==> src/pkg/timer_compare_params.svh <==
// Register map, field positions and reset values of the compare unit
`ifndef TIMER_COMPARE_PARAMS_SVH
`define TIMER_COMPARE_PARAMS_SVH
`define OFS_CTRL1 8'h00
`define OFS_CTRL2 8'h04
`define OFS_STATUS 8'h08
`define OFS_CMP1_HI 8'h0C
`define OFS_CMP1_LO 8'h10
`define OFS_CMP2_HI 8'h14
`define OFS_CMP2_LO 8'h18
`define OFS_CNT_HI 8'h1C
`define OFS_CNT_LO 8'h20
`define OFS_CAP1_HI 8'h24
`define OFS_CAP1_LO 8'h28
`define OFS_CAP2_HI 8'h2C
`define OFS_CAP2_LO 8'h30
`define C1_CAP_IRQ_EN 7
`define C1_CMP_IRQ_EN 6
`define C1_FORCE2 4
`define C1_FORCE1 3
`define C1_LEVEL2 2
`define C1_EDGE1 1
`define C1_LEVEL1 0
`define C2_PIN1_EN 7
`define C2_PIN2_EN 6
`define C2_ONE_PULSE 5
`define C2_PWM 4
`define C2_CLK_HI 3
`define C2_CLK_LO 2
`define C2_EDGE2 1
`define C2_EXT_EDGE 0
`define ST_CAP1 7
`define ST_CMP1 6
`define ST_CAP2 4
`define ST_CMP2 3
`define CTRL_RESET 8'h00
`define CMP_RESET 16'h8000
`define CNT_RELOAD 16'hFFFC
`define CAP_PULSE_VALUE 16'hFFFD
`endif

==> src/pkg/timer_compare_pkg.sv <==
// Types shared by the compare unit and its users
package timer_compare_pkg;
    typedef enum logic [2:0] {
        MODE_NORMAL = 3'b001,
        MODE_ONE_PULSE = 3'b010,
        MODE_PWM = 3'b100
    } timer_mode_t;
    typedef struct packed {
        logic [1:0] level;
        logic [1:0] select;
    } pin_out_t;
endpackage : timer_compare_pkg

==> src/verilog/timer_compare_pulse_unit.sv <==
// Output compare, one pulse and PWM unit with its AHB-Lite register slave
//
// Chosen here: register access over AHB-Lite and the address map.
`timescale 1ns/100ps
`include "timer_compare_params.svh"
module timer_compare_pulse_unit
(
    input wire logic hclk,
    input wire logic hresetn,
    input wire logic hsel,
    input wire logic [31:0] haddr,
    input wire logic [1:0] htrans,
    input wire logic hwrite,
    input wire logic [2:0] hsize,
    input wire logic [31:0] hwdata,
    input wire logic hready,
    output logic hreadyout,
    output logic hresp,
    output logic [31:0] hrdata,
    input wire logic trigger_input_one,
    input wire logic capture_input_two,
    input wire logic ext_timer_clock,
    input wire logic irq_mask,
    output timer_compare_pkg::pin_out_t compare_output_pin,
    output logic timer_irq
);
    import timer_compare_pkg::*;

    // Bus slave: one wait state per transfer, so writes land before reads
    logic pend;
    logic pend_write;
    logic pend_mapped;
    logic [7:0] pend_addr;
    wire take = hsel & htrans[1] & hready;
    wire addr_mapped = (haddr[31:8] == 24'h000000) & (haddr[1:0] == 2'b00);
    assign hreadyout = ~pend;
    assign hresp = 1'b0;

    always_ff @(posedge hclk or negedge hresetn)
    begin
        if (!hresetn)
        begin
            pend <= 1'b0;
            pend_write <= 1'b0;
            pend_mapped <= 1'b0;
            pend_addr <= 8'h00;
        end
        else
        begin
            pend <= take;
            if (take)
            begin
                pend_write <= hwrite;
                pend_mapped <= addr_mapped;
                pend_addr <= haddr[7:0];
            end
        end
    end

    wire acc = pend & pend_mapped;
    wire wr = acc & pend_write;
    wire rd = acc & ~pend_write;
    wire [7:0] wbyte = hwdata[7:0];
    wire wr_ctrl1 = wr & (pend_addr == `OFS_CTRL1);
    wire wr_ctrl2 = wr & (pend_addr == `OFS_CTRL2);
    wire rd_status = rd & (pend_addr == `OFS_STATUS);
    wire wr_c1_hi = wr & (pend_addr == `OFS_CMP1_HI);
    wire wr_c1_lo = wr & (pend_addr == `OFS_CMP1_LO);
    wire wr_c2_hi = wr & (pend_addr == `OFS_CMP2_HI);
    wire wr_c2_lo = wr & (pend_addr == `OFS_CMP2_LO);
    wire acc_c1_lo = acc & (pend_addr == `OFS_CMP1_LO);
    wire acc_c2_lo = acc & (pend_addr == `OFS_CMP2_LO);
    wire acc_cap1_lo = acc & (pend_addr == `OFS_CAP1_LO);
    wire acc_cap2_lo = acc & (pend_addr == `OFS_CAP2_LO);
    wire wr_cnt_lo = wr & (pend_addr == `OFS_CNT_LO);

    // Control registers; forced-output bits act on write in normal mode only and are not stored
    logic [7:0] ctrl1;
    logic [7:0] ctrl2;
    always_ff @(posedge hclk or negedge hresetn)
    begin
        if (!hresetn)
        begin
            ctrl1 <= `CTRL_RESET;
            ctrl2 <= `CTRL_RESET;
        end
        else
        begin
            if (wr_ctrl1)
                ctrl1 <= wbyte & 8'hE7;
            if (wr_ctrl2)
                ctrl2 <= wbyte;
        end
    end

    wire level1 = ctrl1[`C1_LEVEL1];
    wire level2 = ctrl1[`C1_LEVEL2];
    wire pin1_en = ctrl2[`C2_PIN1_EN];
    wire pin2_en = ctrl2[`C2_PIN2_EN];
    wire [1:0] clk_sel = ctrl2[`C2_CLK_HI:`C2_CLK_LO];
    timer_mode_t mode;
    assign mode = ctrl2[`C2_PWM] ? MODE_PWM :
        (ctrl2[`C2_ONE_PULSE] ? MODE_ONE_PULSE : MODE_NORMAL);
    wire m_norm = (mode == MODE_NORMAL);
    wire m_opm = (mode == MODE_ONE_PULSE);
    wire m_pwm = (mode == MODE_PWM);
    wire [1:0] force_out = {wr_ctrl1 & wbyte[`C1_FORCE2],
        wr_ctrl1 & wbyte[`C1_FORCE1]} & {2{m_norm}};

    // Timer tick from the hclk prescaler or the external clock edge
    logic [2:0] presc;
    logic ext_prev;
    always_ff @(posedge hclk or negedge hresetn)
    begin
        if (!hresetn)
        begin
            presc <= 3'h0;
            ext_prev <= 1'b0;
        end
        else
        begin
            presc <= presc + 3'h1;
            ext_prev <= ext_timer_clock;
        end
    end
    wire ext_edge = ctrl2[`C2_EXT_EDGE] ? (ext_timer_clock & ~ext_prev) :
        (~ext_timer_clock & ext_prev);
    wire [2:0] presc_mask = (clk_sel == 2'b01) ? 3'h1 :
        ((clk_sel == 2'b00) ? 3'h3 : 3'h7);
    wire tick = (clk_sel == 2'b11) ? ext_edge :
        ((presc & presc_mask) == presc_mask);

    // Compare registers: software copy and the copy the comparators see
    logic [15:0] cmp [2];
    logic [15:0] cmp_act [2];
    logic [1:0] inhibit;
    logic [15:0] cnt;
    wire [1:0] match;
    wire [1:0] hi_wr = {wr_c2_hi, wr_c1_hi};
    wire [1:0] lo_wr = {wr_c2_lo, wr_c1_lo};
    wire period_end = m_pwm & match[1];

    genvar gi;
    generate
        for (gi = 0; gi < 2; gi = gi + 1)
        begin : g_cmp
            always_ff @(posedge hclk or negedge hresetn)
            begin
                if (!hresetn)
                begin
                    cmp[gi] <= `CMP_RESET;
                    cmp_act[gi] <= `CMP_RESET;
                    inhibit[gi] <= 1'b0;
                end
                else
                begin
                    if (hi_wr[gi])
                        cmp[gi][15:8] <= wbyte;
                    if (lo_wr[gi])
                        cmp[gi][7:0] <= wbyte;
                    if (!m_pwm || period_end)
                        cmp_act[gi] <= cmp[gi];
                    if (hi_wr[gi])
                        inhibit[gi] <= 1'b1;
                    else if (lo_wr[gi])
                        inhibit[gi] <= 1'b0;
                end
            end
            assign match[gi] = tick & ~inhibit[gi] &
                (cnt == cmp_act[gi]);
        end
    endgenerate

    // Edge detection on the capture inputs
    logic trig_prev;
    logic cap2_prev;
    always_ff @(posedge hclk or negedge hresetn)
    begin
        if (!hresetn)
        begin
            trig_prev <= 1'b0;
            cap2_prev <= 1'b0;
        end
        else
        begin
            trig_prev <= trigger_input_one;
            cap2_prev <= capture_input_two;
        end
    end
    wire edge1 = ctrl1[`C1_EDGE1] ? (trigger_input_one & ~trig_prev) :
        (~trigger_input_one & trig_prev);
    wire edge2 = ctrl2[`C2_EDGE2] ? (capture_input_two & ~cap2_prev) :
        (~capture_input_two & cap2_prev);
    wire opm_trig = m_opm & edge1;

    // Free-running counter; FFFCh is the only value ever loaded
    always_ff @(posedge hclk or negedge hresetn)
    begin
        if (!hresetn)
            cnt <= `CNT_RELOAD;
        else if (opm_trig || period_end || wr_cnt_lo)
            cnt <= `CNT_RELOAD;
        else if (tick)
            cnt <= cnt + 16'h0001;
    end

    // Capture registers
    logic [15:0] cap1;
    logic [15:0] cap2;
    always_ff @(posedge hclk or negedge hresetn)
    begin
        if (!hresetn)
        begin
            cap1 <= 16'h0000;
            cap2 <= 16'h0000;
        end
        else
        begin
            if (opm_trig)
                cap1 <= `CAP_PULSE_VALUE;
            else if (m_norm && edge1)
                cap1 <= cnt;
            if (edge2)
                cap2 <= cnt;
        end
    end

    // Status flags: set wins over the two-step clear
    logic [3:0] flag;
    logic [3:0] armed;
    wire [3:0] flag_set = {
        edge2,                                      // capture two
        m_norm & match[0],
        ~m_pwm & match[1],
        (m_norm & edge1) | opm_trig | period_end};
    wire [3:0] clr_acc = {acc_cap2_lo, acc_c1_lo, acc_c2_lo, acc_cap1_lo};
    wire [3:0] flag_clr = clr_acc & armed;

    always_ff @(posedge hclk or negedge hresetn)
    begin
        if (!hresetn)
        begin
            flag <= 4'h0;
            armed <= 4'h0;
        end
        else
        begin
            flag <= flag_set | (flag & ~flag_clr);
            if (rd_status)
                armed <= flag;
            else
                armed <= armed & ~clr_acc;
        end
    end
    wire cap1_f = flag[0];
    wire cmp2_f = flag[1];
    wire cmp1_f = flag[2];
    wire cap2_f = flag[3];

    assign timer_irq = ~irq_mask &
        ((ctrl1[`C1_CMP_IRQ_EN] & (cmp1_f | cmp2_f)) |
        (ctrl1[`C1_CAP_IRQ_EN] & (cap1_f | cap2_f)));

    // Output pin latches
    logic [1:0] pin;
    always_ff @(posedge hclk or negedge hresetn)
    begin
        if (!hresetn)
            pin <= 2'b00;
        else
        begin
            if (pin1_en)
            begin
                if (opm_trig || period_end)
                    pin[0] <= level2;
                else if (match[0] && !m_norm)
                    pin[0] <= level1;
                else if (m_norm && match[0])
                    pin[0] <= level1;
                // Forcing copies the level written in the same access
                else if (force_out[0])
                    pin[0] <= wbyte[`C1_LEVEL1];
            end
            if (pin2_en && m_norm && match[1])
                pin[1] <= level2;
            else if (pin2_en && force_out[1])
                pin[1] <= wbyte[`C1_LEVEL2];
        end
    end
    assign compare_output_pin.level = pin;
    assign compare_output_pin.select = {pin2_en & m_norm, pin1_en};

    // Read data
    wire [7:0] status_byte = {cap1_f, cmp1_f, 1'b0, cap2_f, cmp2_f, 3'b000};
    logic [7:0] rmux;
    always_comb
    begin
        unique case (pend_addr)
            `OFS_CTRL1: rmux = ctrl1;
            `OFS_CTRL2: rmux = ctrl2;
            `OFS_STATUS: rmux = status_byte;
            `OFS_CMP1_HI: rmux = cmp[0][15:8];
            `OFS_CMP1_LO: rmux = cmp[0][7:0];
            `OFS_CMP2_HI: rmux = cmp[1][15:8];
            `OFS_CMP2_LO: rmux = cmp[1][7:0];
            `OFS_CNT_HI: rmux = cnt[15:8];
            `OFS_CNT_LO: rmux = cnt[7:0];
            `OFS_CAP1_HI: rmux = cap1[15:8];
            `OFS_CAP1_LO: rmux = cap1[7:0];
            `OFS_CAP2_HI: rmux = cap2[15:8];
            `OFS_CAP2_LO: rmux = cap2[7:0];
            default: rmux = 8'h00;
        endcase
    end
    always_ff @(posedge hclk or negedge hresetn)
    begin
        if (!hresetn)
            hrdata <= 32'h00000000;
        else if (pend)
            hrdata <= {24'h000000, rd ? rmux : 8'h00};
    end
endmodule : timer_compare_pulse_unit

==> config.mk <==
export PLATFORM = sky130hd
export DESIGN_NAME = timer_compare_pulse_unit
export DESIGN_NICKNAME = d
export VERILOG_FILES = /design/src/pkg/timer_compare_pkg.sv /design/src/verilog/timer_compare_pulse_unit.sv
export VERILOG_INCLUDE_DIRS = /design/src /design/src/pkg
export SDC_FILE = /design/constraint.sdc
export NUM_CORES = 1
export LEC_CHECK = 0
export BUFFER_PORTS_ARGS = -buffer_cell sky130_fd_sc_hd__buf_2
export CAP_MARGIN = 0
export CORE_MARGIN = 2
export CORE_UTILIZATION = 58
export CTS_CLUSTER_DIAMETER = 60
export DETAILED_ROUTE_END_ITERATION = 7
export PLACE_DENSITY = 0.85
export SLEW_MARGIN = 15
export SYNTH_ARGS = -nofsm -noshare
export SYNTH_HDL_FRONTEND = slang
export SYNTH_SLANG_ARGS = --single-unit
==> constraint.sdc <==
create_clock -name hclk -period 2.5 [get_ports hclk]
set_input_delay 0.5 -clock hclk [delete_from_list [all_inputs] [get_ports hclk]]
set_output_delay 0.5 -clock hclk [all_outputs]
set_load 0.05 [all_outputs]
=== Word-level counts from Yosys, hierarchy flattened ===
Index checks and enable logic that the tools add are counted.

* Register bits: 163
* Input bits: 78

* Add/subtract/negate cells: 2
* Eq/ne operators: 20
* Multiplexer cells: 25
* Bitwise logic cells: 64
* Reduce and logical (&&, ||, !) cells: 22

{| class="wikitable"
|+ Operator list
! cell !! count
|-
| one-hot mux 8 bit (13 select lines) || 1
|-
| 2-to-1 mux 16 bit || 4
|-
| equality test 8 x 6 -> 1 bit, second input constant || 5
|-
| AND 1 bit || 39
|-
| equality test 16 bit || 2
|-
| equality test 8 x 5 -> 1 bit, second input constant || 4
|-
| zero test 24 bit || 1
|-
| adder 16 x 1 -> 16 bit, second input constant || 1
|-
| equality test 8 x 4 -> 1 bit, second input constant || 2
|-
| 2-to-1 mux 1 bit || 14
|-
| AND 4 bit || 3
|-
| NOT 1 bit || 12
|-
| nonzero test 2 bit || 5
|-
| 2-to-1 mux 3 bit || 3
|-
| equality test 8 x 3 -> 1 bit, second input constant || 1
|-
| zero test 8 bit || 1
|-
| 2-to-1 mux 8 bit || 1
|-
| NOT 4 bit || 2
|-
| logical AND 1 bit || 6
|-
| OR 1 bit || 5
|-
| zero test 2 bit || 2
|-
| 2-to-1 mux 4 bit || 1
|-
| OR 4 bit || 1
|-
| nonzero test 4 bit || 1
|-
| other kinds (13) || 16
|}

=== Logic depth before layout (Yosys ltp) ===
Gate-level depths: netlist of the first run.

* Word-level depth: 12
* Mapped depth: 9

=== Worst setup path before layout of the first run ===
OpenSTA, ideal clock, no wires.

* Path type: input to register
* Start: in ext_timer_clock
* End: reg cmp_act[0] (netlist name)
* Arrival: 2.047 ns
* Required time: 2.375 ns
* Slack: 0.328 ns
* Stages on the path: 6
* Buffers on the path: 1
* Path through: or3b_4 -> a21oi_4 -> o2111ai_4 -> o21ai_4 -> buf_12 -> mux2_4

* Longest elaborated chain between the ends: 8
* Elaborated cells on any way between the ends: 9
* Those cells by class: mux (2); bitwise (6); reduce/logical (1)

{| class="wikitable"
|+ Ends and longest elaborated chain
! item !! line !! RTL
|-
| from (decl) || timer_compare_pulse_unit.sv:22 || <nowiki>input wire logic ext_timer_clock,</nowiki>
|-
| NOT 1 bit || timer_compare_pulse_unit.sv:127 || <nowiki>(~ext_timer_clock & ext_prev);</nowiki>
|-
| AND 1 bit || timer_compare_pulse_unit.sv:127 ||
|-
| 2-to-1 mux 1 bit * || timer_compare_pulse_unit.sv:126 || <nowiki>wire ext_edge = ctrl2[`C2_EXT_EDGE] ? (ext_timer_clock & ~ext_prev) :</nowiki>
|-
| 2-to-1 mux 1 bit * || timer_compare_pulse_unit.sv:130 || <nowiki>wire tick = (clk_sel == 2'b11) ? ext_edge :</nowiki>
|-
| AND 1 bit * (2 in a row) || timer_compare_pulse_unit.sv:169 || <nowiki>assign match[gi] = tick & ~inhibit[gi] &</nowiki>
|-
| AND 1 bit * || timer_compare_pulse_unit.sv:141 || <nowiki>wire period_end = m_pwm & match[1];</nowiki>
|-
| logical OR 1 bit * || timer_compare_pulse_unit.sv:161 || <nowiki>if (!m_pwm || period_end)</nowiki>
|-
| to (signal, indexed assignment) || timer_compare_pulse_unit.sv:152 || <nowiki>cmp_act[gi] <= `CMP_RESET;</nowiki>
|-
| to (signal, indexed assignment) || timer_compare_pulse_unit.sv:162 || <nowiki>cmp_act[gi] <= cmp[gi];</nowiki>
|-
| to (decl) || timer_compare_pulse_unit.sv:135 || <nowiki>logic [15:0] cmp_act [2];</nowiki>
|}

Mark *: on every way between the ends. The rest lies on a longest branch, timed or not.
A chain may end at the register's enable or synchronous reset.

=== Final worst setup path of the first run ===
* Start: reg cnt[10]
* End: reg cmp_act[15] (netlist name)

* Longest elaborated chain between the ends: 4

{| class="wikitable"
|+ Ends and longest elaborated chain
! item !! line !! RTL
|-
| from (decl) || timer_compare_pulse_unit.sv:137 || <nowiki>logic [15:0] cnt;</nowiki>
|-
| from (signal assigned) || timer_compare_pulse_unit.sv:200 || <nowiki>cnt <= `CNT_RELOAD;</nowiki>
|-
| from (signal assigned) || timer_compare_pulse_unit.sv:202 || <nowiki>cnt <= `CNT_RELOAD;</nowiki>
|-
| from (signal assigned) || timer_compare_pulse_unit.sv:204 || <nowiki>cnt <= cnt + 16'h0001;</nowiki>
|-
| equality test 16 bit || timer_compare_pulse_unit.sv:170 || <nowiki>(cnt == cmp_act[gi]);</nowiki>
|-
| AND 1 bit || timer_compare_pulse_unit.sv:169 ||
|-
| AND 1 bit || timer_compare_pulse_unit.sv:141 ||
|-
| logical OR 1 bit || timer_compare_pulse_unit.sv:161 ||
|}

No other way between the ends.

==> impl_summary.txt, run 1 <==
----------------------------------------------------
[STA]
  Worst slack on hold paths ... 198 ps
  RSZ-0062 raised after global routing ... no
  Top achievable clock speed ... about 420 MHz
  Slew at the pin closest to its max-slew limit ... ~760 ps
  Final sum of negative setup slack ... 0 ps
  Final hold violation count ... 0
  Total setup violations reported at the end of the flow ... 0
  Tightest slew margin relative to the limit ... between 40% and 50%
  Part of the cycle the worst path needs ... a little over nine tenths
  Final critical path time including I/O delays and setup ... roughly 2400 ps
  Worst setup skew after layout ... approximately 9.2 ps
  Slew Limit Fails ... 0

[Detailed routing]
  Violation count after the first detailed-route iteration ... roughly 540
  Post-DRT Antenna Nets ... 0
  Final WL ... about 22000 um
  Via/cell ratio ... roughly 6.2
  Average wire per standard cell ... between 20 and 25 um
  Total via count in the routed design ... around 6300
  Drt first pass iters ... 5
  DRC Markers ... 0

[Job]
  Number of maximum-capacitance violations ... 0

[Final layout]
  Util after Layout ... 67.2%
  Final Cell Area ... ~0.0097 sq mm
  Final net count ... roughly 900
  Layout overhead on the synthesized area ... 13.7%
  Number of standard cells in the layout, taps in and fillers out ... 1020
  Fraction of final layout cells sized beyond drive strength 1 ... between 30% and 40%
  Antenna Cells ... 0

[Logic synthesis]
  Synthesized area divided by synthesized cell count ... about 11 sq um
  Most area-hungry cell type in the Yosys netlist ... sky130_fd_sc_hd__dfrtp_1
  Leading cell types by total area after synthesis ... sky130_fd_sc_hd__dfrtp_1 43%, sky130_fd_sc_hd__mux2_2 9.9%, sky130_fd_sc_hd__mux2_4 5.6%, sky130_fd_sc_hd__dfstp_2 5.5%, sky130_fd_sc_hd__xor2_1 4.3%
  Number of flip-flops and latches in the synthesized netlist ... roughly 160
  Post-synthesis sequential area ratio ... slightly below 50%
  Top cells by count, synth ... 145 x sky130_fd_sc_hd__dfrtp_1, 75 x sky130_fd_sc_hd__mux2_2, 52 x sky130_fd_sc_hd__nand2_1
  Post-synthesis instance total ... approximately 740
  Dominant register cell in the synthesized netlist ... sky130_fd_sc_hd__dfrtp_1
  Compound-gate portion of the synthesized area ... a little under a tenth
  Post-Syn Area ... 0.00852 sq mm
  Synth warn ... 0
  Simple-gate area share of the yosys netlist ... between 10% and 20%
  Ys async rst share ... 100%
  Top-area cell type share of the netlist area ... around 43%
  Multiplexer area fraction after synthesis ... roughly 18%
  Distinct cell type count after synthesis ... between 70 and 80
  Dominant combinational cell family by area after synthesis ... multiplexers
  Adder and majority cell fraction of the synthesized area ... less than 1%
  Number of flops mapped to enable cells by yosys ... 0
  Most frequent cell after synthesis ... sky130_fd_sc_hd__dfrtp_1
  Post-synthesis share of cell area spent on xor and xnor gates ... under 10%

[Place]
  Buffers on Ports ... 63
  Number of cells after detailed placement ... between 900 and 1000
  Final weighted congestion of routability-driven global placement ... 0.953
  HPWL after detailed placement ... ~16000 um
  Placed Area ... 0.00911 sq mm

[Global routing]
  Residual overflow from global routing ... 0
  Number of antenna violations at the first check in global routing ... 0
  Global-route usage over all layers ... around 29%
  Maximum number of pins on one net before global-route repair ... 45
  Global-route wire length before repair ... between 30000 and 40000 um
  Number of global-route vias before repair ... between 6000 and 7000

[Floorplan]
  Standard-cell row count ... 44
  Width of the die ... between 100 and 150 um
  Total die area ... about 0.016 sq mm
  Vert. Die Dim ... approximately 130 um
  Core Footprint ... about 0.014 sq mm
  Top-level I/O count ... between 100 and 150
  Initial cell density of the core ... about three fifths

[Setup path]
  Flop2flop setup slack ... between 100 and 150 ps
  Kind of critical path ... register to register
  Maximum fanout encountered on the critical timing path ... 32
  Worst Setup End Kind ... register
  Reg-to-Reg End ... cmp_act[15]
  Worst path required time ... around 2900 ps
  CP Launch Type ... register
  Startpoint of the worst-slack reg-to-reg timing path ... cnt[10]
  Data arrival time of the critical path ... between 2000 and 3000 ps
  Worst-case reg-to-reg path depth ... 6

[Clocking]
  Clock buffers created by TritonCTS ... 17
  Root Buffer ... sky130_fd_sc_hd__clkbuf_16
  Latest clock arrival within the worst-skew pair ... approximately 430 ps
  Post CTS Setup Buffer Count ... 0
  Register clock-pin slew on the reported worst setup and hold paths ... 60 ps
  Maximum clock path buffer count ... 2
  Clock tree from TritonCTS ... built
  Clock sink count ... approximately 160
  Deepest level of the CTS H-tree ... 4

[Min path]
  Number of stages on the worst hold path ... 1
  Endpoint of the worst hold path ... cap2_prev
  Hold/Removal Path Class ... input port to register
  Critical hold path startpoint ... capture_input_two

[Status]
  Result of the run ... finished, final reports clean

[Pwr]
  Leakage ... approximately 4.4 nW
  Maximum vdd ir drop ... roughly 0.45 mV
  PD cells ... slightly above 600 mW/mm^2

----------------------------------------------------
## metal layers
layer,share of wire [%],track usage [%]
met2,47,45.6
met3,7.5,5.09
met1,41,37.5
met5,0,0
met4,5.1,16.2
## final cells by class
class                      count  area [sq um]
clock buffer                  21           460
tap                          184           230
fill                        1062          4740
sequential                   163          4100
inverter                       9          33.8
multi-input combinational    518          3990
timing repair buffer         114           769
clock inverter                11           104
## stage by stage
stage	setup WS (ps)	power (W)
6_report	141	0.00599
5_1_grt	16.2	0.00616
4_1_cts	170	0.00599
3_5_place_dp	152	0.00351
3_3_place_gp	198	0.00350
2_1_floorplan	328	0.00326
## sequential cells by signal, summed over array words and instances (netlist names), 2 cells and up
register	count
flag	4
cnt	16
cap1	16
cap2	16
pend_addr	8
presc	3
cmp	32
armed	4
pin	2
ctrl1	6
inhibit	2
cmp_act	32
ctrl2	8
hrdata	8
## worst max-delay path by stage
stage | startpoint | cells after the start | to
after floorplan | ext_timer_clock | 6 | cmp_act[0]
after global placement | ext_timer_clock | 7 | cmp_act[29]
after detailed placement | ext_timer_clock | 8 | cnt[15]
after CTS | cnt[10] | 6 | cmp_act[8]
after global routing | cnt[11] | 7 | cmp_act[8]
final | cnt[10] | 6 | cmp_act[15]
## what timing repair did
action,4_1_cts,5_1_grt
hold endpoints to repair,29,0
hold buffers,1,0
gates resized for setup,0,0
## kinds of logic after synthesis
logic type	Yosys count
simple gates	205
flops	163
mux	126
compound gates	112
buf+inv	87
xor+xnor	48
fa+ha+maj	2
other cells	1
## worst max-delay path: stages, from the launching register on
cell	delay (ps)
sky130_fd_sc_hd__dfstp_2	680
sky130_fd_sc_hd__xor2_1	130
sky130_fd_sc_hd__nor4_2	380
sky130_fd_sc_hd__o2111ai_4	210
sky130_fd_sc_hd__o21ai_4	210
sky130_fd_sc_hd__buf_12	260
sky130_fd_sc_hd__mux2_2	380
## cells in the final DEF, fill, tap and decap left out, types with 8 or more instances in the layout
cell type,instances
sky130_fd_sc_hd__conb_1,25
sky130_fd_sc_hd__buf_2,62
sky130_fd_sc_hd__a22o_1,8
sky130_fd_sc_hd__nand2_1,52
sky130_fd_sc_hd__mux2i_1,19
sky130_fd_sc_hd__nand4_1,12
sky130_fd_sc_hd__mux2_4,32
sky130_fd_sc_hd__dfstp_2,18
sky130_fd_sc_hd__o2bb2ai_1,10
sky130_fd_sc_hd__nor4_1,13
sky130_fd_sc_hd__mux2_2,75
sky130_fd_sc_hd__buf_4,45
sky130_fd_sc_hd__a22oi_1,11
sky130_fd_sc_hd__dfrtp_1,145
sky130_fd_sc_hd__clkbuf_16,17
sky130_fd_sc_hd__nor2_1,50
sky130_fd_sc_hd__a21oi_1,24
sky130_fd_sc_hd__nand3_1,20
sky130_fd_sc_hd__xor2_1,42
sky130_fd_sc_hd__nor3_1,12
sky130_fd_sc_hd__and3_1,8
sky130_fd_sc_hd__inv_1,8
sky130_fd_sc_hd__o21ai_0,18
## power breakdown
group          switching, W  internal (W)  leakage (nW)
clock               0.00108       0.00143         0.274
combinational      0.000473      0.000265          2.00
sequential        0.0000671       0.00268          2.08
total               0.00162       0.00437          4.36
Note: power is estimated with default switching activity, not from simulation.
==> inputs of run 2 (changes only) <==
--- a/config.mk
+++ b/config.mk
@@ -8,6 +8,7 @@
 export LEC_CHECK = 0
 export BUFFER_PORTS_ARGS = -buffer_cell sky130_fd_sc_hd__buf_2
 export CAP_MARGIN = 0
+export CORE_ASPECT_RATIO = 2
 export CORE_MARGIN = 2
 export CORE_UTILIZATION = 58
 export CTS_CLUSTER_DIAMETER = 60
==> run 2 against run 1 <==
Cell area up 1.0%. Worst hold slack worse by 3.9 ps. Cell count up 1.2%. Setup slack worse by 32 ps. Total power up 4.9%. Register-to-register slack worse by 30 ps. Clock skew down 1.3 ps. Maximum frequency down 1.4%. Clock-buffer cell count down 2. Critical path type unchanged. Critical endpoint is now cmp_act[16]. Largest cell class unchanged. Highest routed layer unchanged.
==> impl_summary.txt, run 2 (synthesized netlist as in run 1, its figures left out) <==
----------------------------------------------------
[Status]
  Result of the run ... finished, final reports clean (unchanged)

[Detailed routing]
  Total via count in the routed design ... 6490 (was 6322)
  Via/cell ratio ... 6.29 (was 6.20)
  Post-DRT Antenna Nets ... 0 (unchanged)
  Met2 wire length ... 12500 um (was 10100 um)
  Final WL ... 24700 um (was 21700 um)
  Drt first pass iters ... 7 (was 5)
  Routed metal-1 wirelength ... 8210 um (was 8840 um)
  Violation count after the first detailed-route iteration ... 617 (was 537)
  Average wire per standard cell ... 23.9 um (was 21.3 um)
  DRC Markers ... 0 (unchanged)
  Top routing layer in use ... met4 (unchanged)
  Met3 WL post-DR ... 1280 um (was 1620 um)

[STA]
  Total setup violations reported at the end of the flow ... 0 (unchanged)
  RSZ-0062 raised after global routing ... no (unchanged)
  Final critical path time including I/O delays and setup ... 2390 ps (was 2360 ps)
  Tightest slew margin relative to the limit ... 57.3% (was 49.1%)
  Part of the cycle the worst path needs ... 95.7% (was 94.4%)
  Top achievable clock speed ... 418 MHz (was 424 MHz)
  Final hold violation count ... 0 (unchanged)
  Slew Limit Fails ... 0 (unchanged)
  Slew at the pin closest to its max-slew limit ... 640 ps (was 764 ps)
  Worst setup skew after layout ... 7.87 ps (was 9.19 ps)

[Place]
  HPWL after detailed placement ... 18200 um (was 15600 um)
  Final weighted congestion of routability-driven global placement ... 0.989 (was 0.953)
  Buffers on Ports ... 63 (unchanged)
  Number of cells after detailed placement ... 999 (was 987)

[Final layout]
  Total of fill cells in the finished design ... 998 (was 1062)
  Commonest cells after routing, fill and taps aside ... 144 x sky130_fd_sc_hd__dfrtp_1, 75 x sky130_fd_sc_hd__mux2_2, 62 x sky130_fd_sc_hd__buf_2 (was 145 x sky130_fd_sc_hd__dfrtp_1, 75 x sky130_fd_sc_hd__mux2_2, 62 x sky130_fd_sc_hd__buf_2)
  Number of standard cells in the layout, taps in and fillers out ... 1032 (was 1020)
  Sequential cell area ... 0.00410 sq mm (about the same)
  Most frequent standard cell in the layout excluding fill and tap cells ... sky130_fd_sc_hd__dfrtp_1 (unchanged)
  Antenna Cells ... 0 (unchanged)
  Largest registers ranked by flip-flop count ... cmp: 32 flops, cmp_act: 32 flops (unchanged)
  Fraction of final layout cells sized beyond drive strength 1 ... 35.5% (was 34.6%)
  Final net count ... 907 (was 903)
  Util after Layout ... 68.2% (was 67.2%)
  Area of the multi-input gates ... 0.00400 sq mm (was 0.00399 sq mm)
  Layout overhead on the synthesized area ... 14.8% (was 13.7%)

[Setup path]
  Worst Setup End Kind ... register (unchanged)
  Worst-case reg-to-reg path depth ... 6 (unchanged)
  Reg-to-Reg End ... cmp_act[16] (was cmp_act[15])
  Worst path required time ... 2820 ps (was 2860 ps)
  Data arrival time of the critical path ... 2710 ps (was 2720 ps)
  Flop2flop setup slack ... 110 ps (was 140 ps)
  Maximum fanout encountered on the critical timing path ... 10 (was 32)
  Kind of critical path ... register to register (unchanged)
  CP Launch Type ... register (unchanged)
  Startpoint of the worst-slack reg-to-reg timing path ... cnt[9] (was cnt[10])

[Clocking]
  Post CTS Setup Buffer Count ... 0 (unchanged)
  Root Buffer ... sky130_fd_sc_hd__clkbuf_16 (unchanged)
  Clock sink count ... 163 (unchanged)
  Maximum clock path buffer count ... 2 (unchanged)
  Clock tree from TritonCTS ... built (unchanged)
  Deepest level of the CTS H-tree ... 4 (unchanged)
  Register clock-pin slew on the reported worst setup and hold paths ... 60 ps (about the same)
  Latest clock arrival within the worst-skew pair ... 440 ps (was 430 ps)
  Clock buffers created by TritonCTS ... 17 (unchanged)

[Min path]
  Number of stages on the worst hold path ... 1 (unchanged)
  Hold/Removal Path Class ... input port to register (unchanged)
  Critical hold path startpoint ... capture_input_two (unchanged)
  Endpoint of the worst hold path ... cap2_prev (unchanged)

[Floorplan]
  Total die area ... 0.0157 sq mm (about the same)
  Core Footprint ... 0.0144 sq mm (about the same)
  Standard-cell row count ... 62 (was 44)
  Vert. Die Dim ... 175 um (was 125 um)
  Top-level I/O count ... 117 (unchanged)
  Width of the die ... 89.7 um (was 125 um)
  Initial cell density of the core ... 59.4% (was 59.1%)

[Global routing]
  Global-route wire length before repair ... 37800 um (was 34800 um)
  Residual overflow from global routing ... 0 (unchanged)
  Global-route usage over all layers ... 32.2% (was 28.7%)
  Number of global-route vias before repair ... 6758 (was 6468)
  Maximum number of pins on one net before global-route repair ... 60 (was 45)
  Number of antenna violations at the first check in global routing ... 0 (unchanged)

[Pwr]
  Leakage ... 4.40 nW (was 4.36 nW)
  Maximum vdd ir drop ... 0.557 mV (was 0.454 mV)
  PD cells ... 642 mW/mm^2 (was 618 mW/mm^2)

[Job]
  Number of maximum-capacitance violations ... 0 (unchanged)

----------------------------------------------------
[run 2: routing by layer]
layer | up-vias | track usage (%)
li1 | 2768 | -
met1 | 3249 | 32.9
met2 | 340 | 54.7
met3 | 133 | 5.36
met4 | 0 | 31.3
met5 | - | 0
[run 2: worst max-delay path, cell delays in order, from the launching register on]
cell,delay (ps)
sky130_fd_sc_hd__dfstp_2,660
sky130_fd_sc_hd__xor2_1,140
sky130_fd_sc_hd__nor4_2,410
sky130_fd_sc_hd__nand3_1,270
sky130_fd_sc_hd__o21ai_4,240
sky130_fd_sc_hd__buf_4,250
sky130_fd_sc_hd__mux2_4,320
[run 2: worst max-delay path by stage]
| stage | end | slack (ps) | startpoint |
|---|---|---|---|
| floorplan | cmp_act[0] | 330 | ext_timer_clock |
| global placement | hrdata[2] | -100 | pend_addr[4] |
| detailed placement | hrdata[2] | -110 | pend_addr[4] |
| CTS | cmp_act[16] | 40 | cnt[9] |
| global route | cmp_act[16] | 60 | cnt[14] |
| finish | cmp_act[16] | 110 | cnt[9] |
[run 2: timing repair]
action                     CTS  global route
hold endpoints to repair     5             0
hold buffers                 1             0
gates resized for setup      2             1
setup endpoints to repair    1            33
gates cloned                 0             0
[run 2: through the flow]
step                      worst slack, ps  hold slack [ps]  area [sq um]  TNS [ps]  power, W
after floorplan                       328              204          8610         0   0.00326
after global placement               -102              437          9150      -102   0.00352
after detailed placement             -108              461          9150      -108   0.00352
after CTS                            40.2              184          9780         0   0.00629
after global routing                 57.8              194          9790         0   0.00643
final                                 109              194          9790         0   0.00629
[run 2: final cells by class]
type / count / share of cell area (%)
repair buffers: 118 / 8.04
multi-input cells: 518 / 40.9
flip-flops and latches: 163 / 41.9
inverters: 9 / 0.345
clock inverters: 13 / 1.74
well taps: 192 / 2.45
clock buffers: 19 / 4.63
[run 2: power by group]
group	leakage (nW)	total (W)	internal, W	switching, W
combinational	2.02	0.000755	0.000257	0.000497
sequential	2.08	0.00275	0.00268	0.0000690
clock	0.297	0.00278	0.00164	0.00114
total	4.40	0.00629	0.00458	0.00171
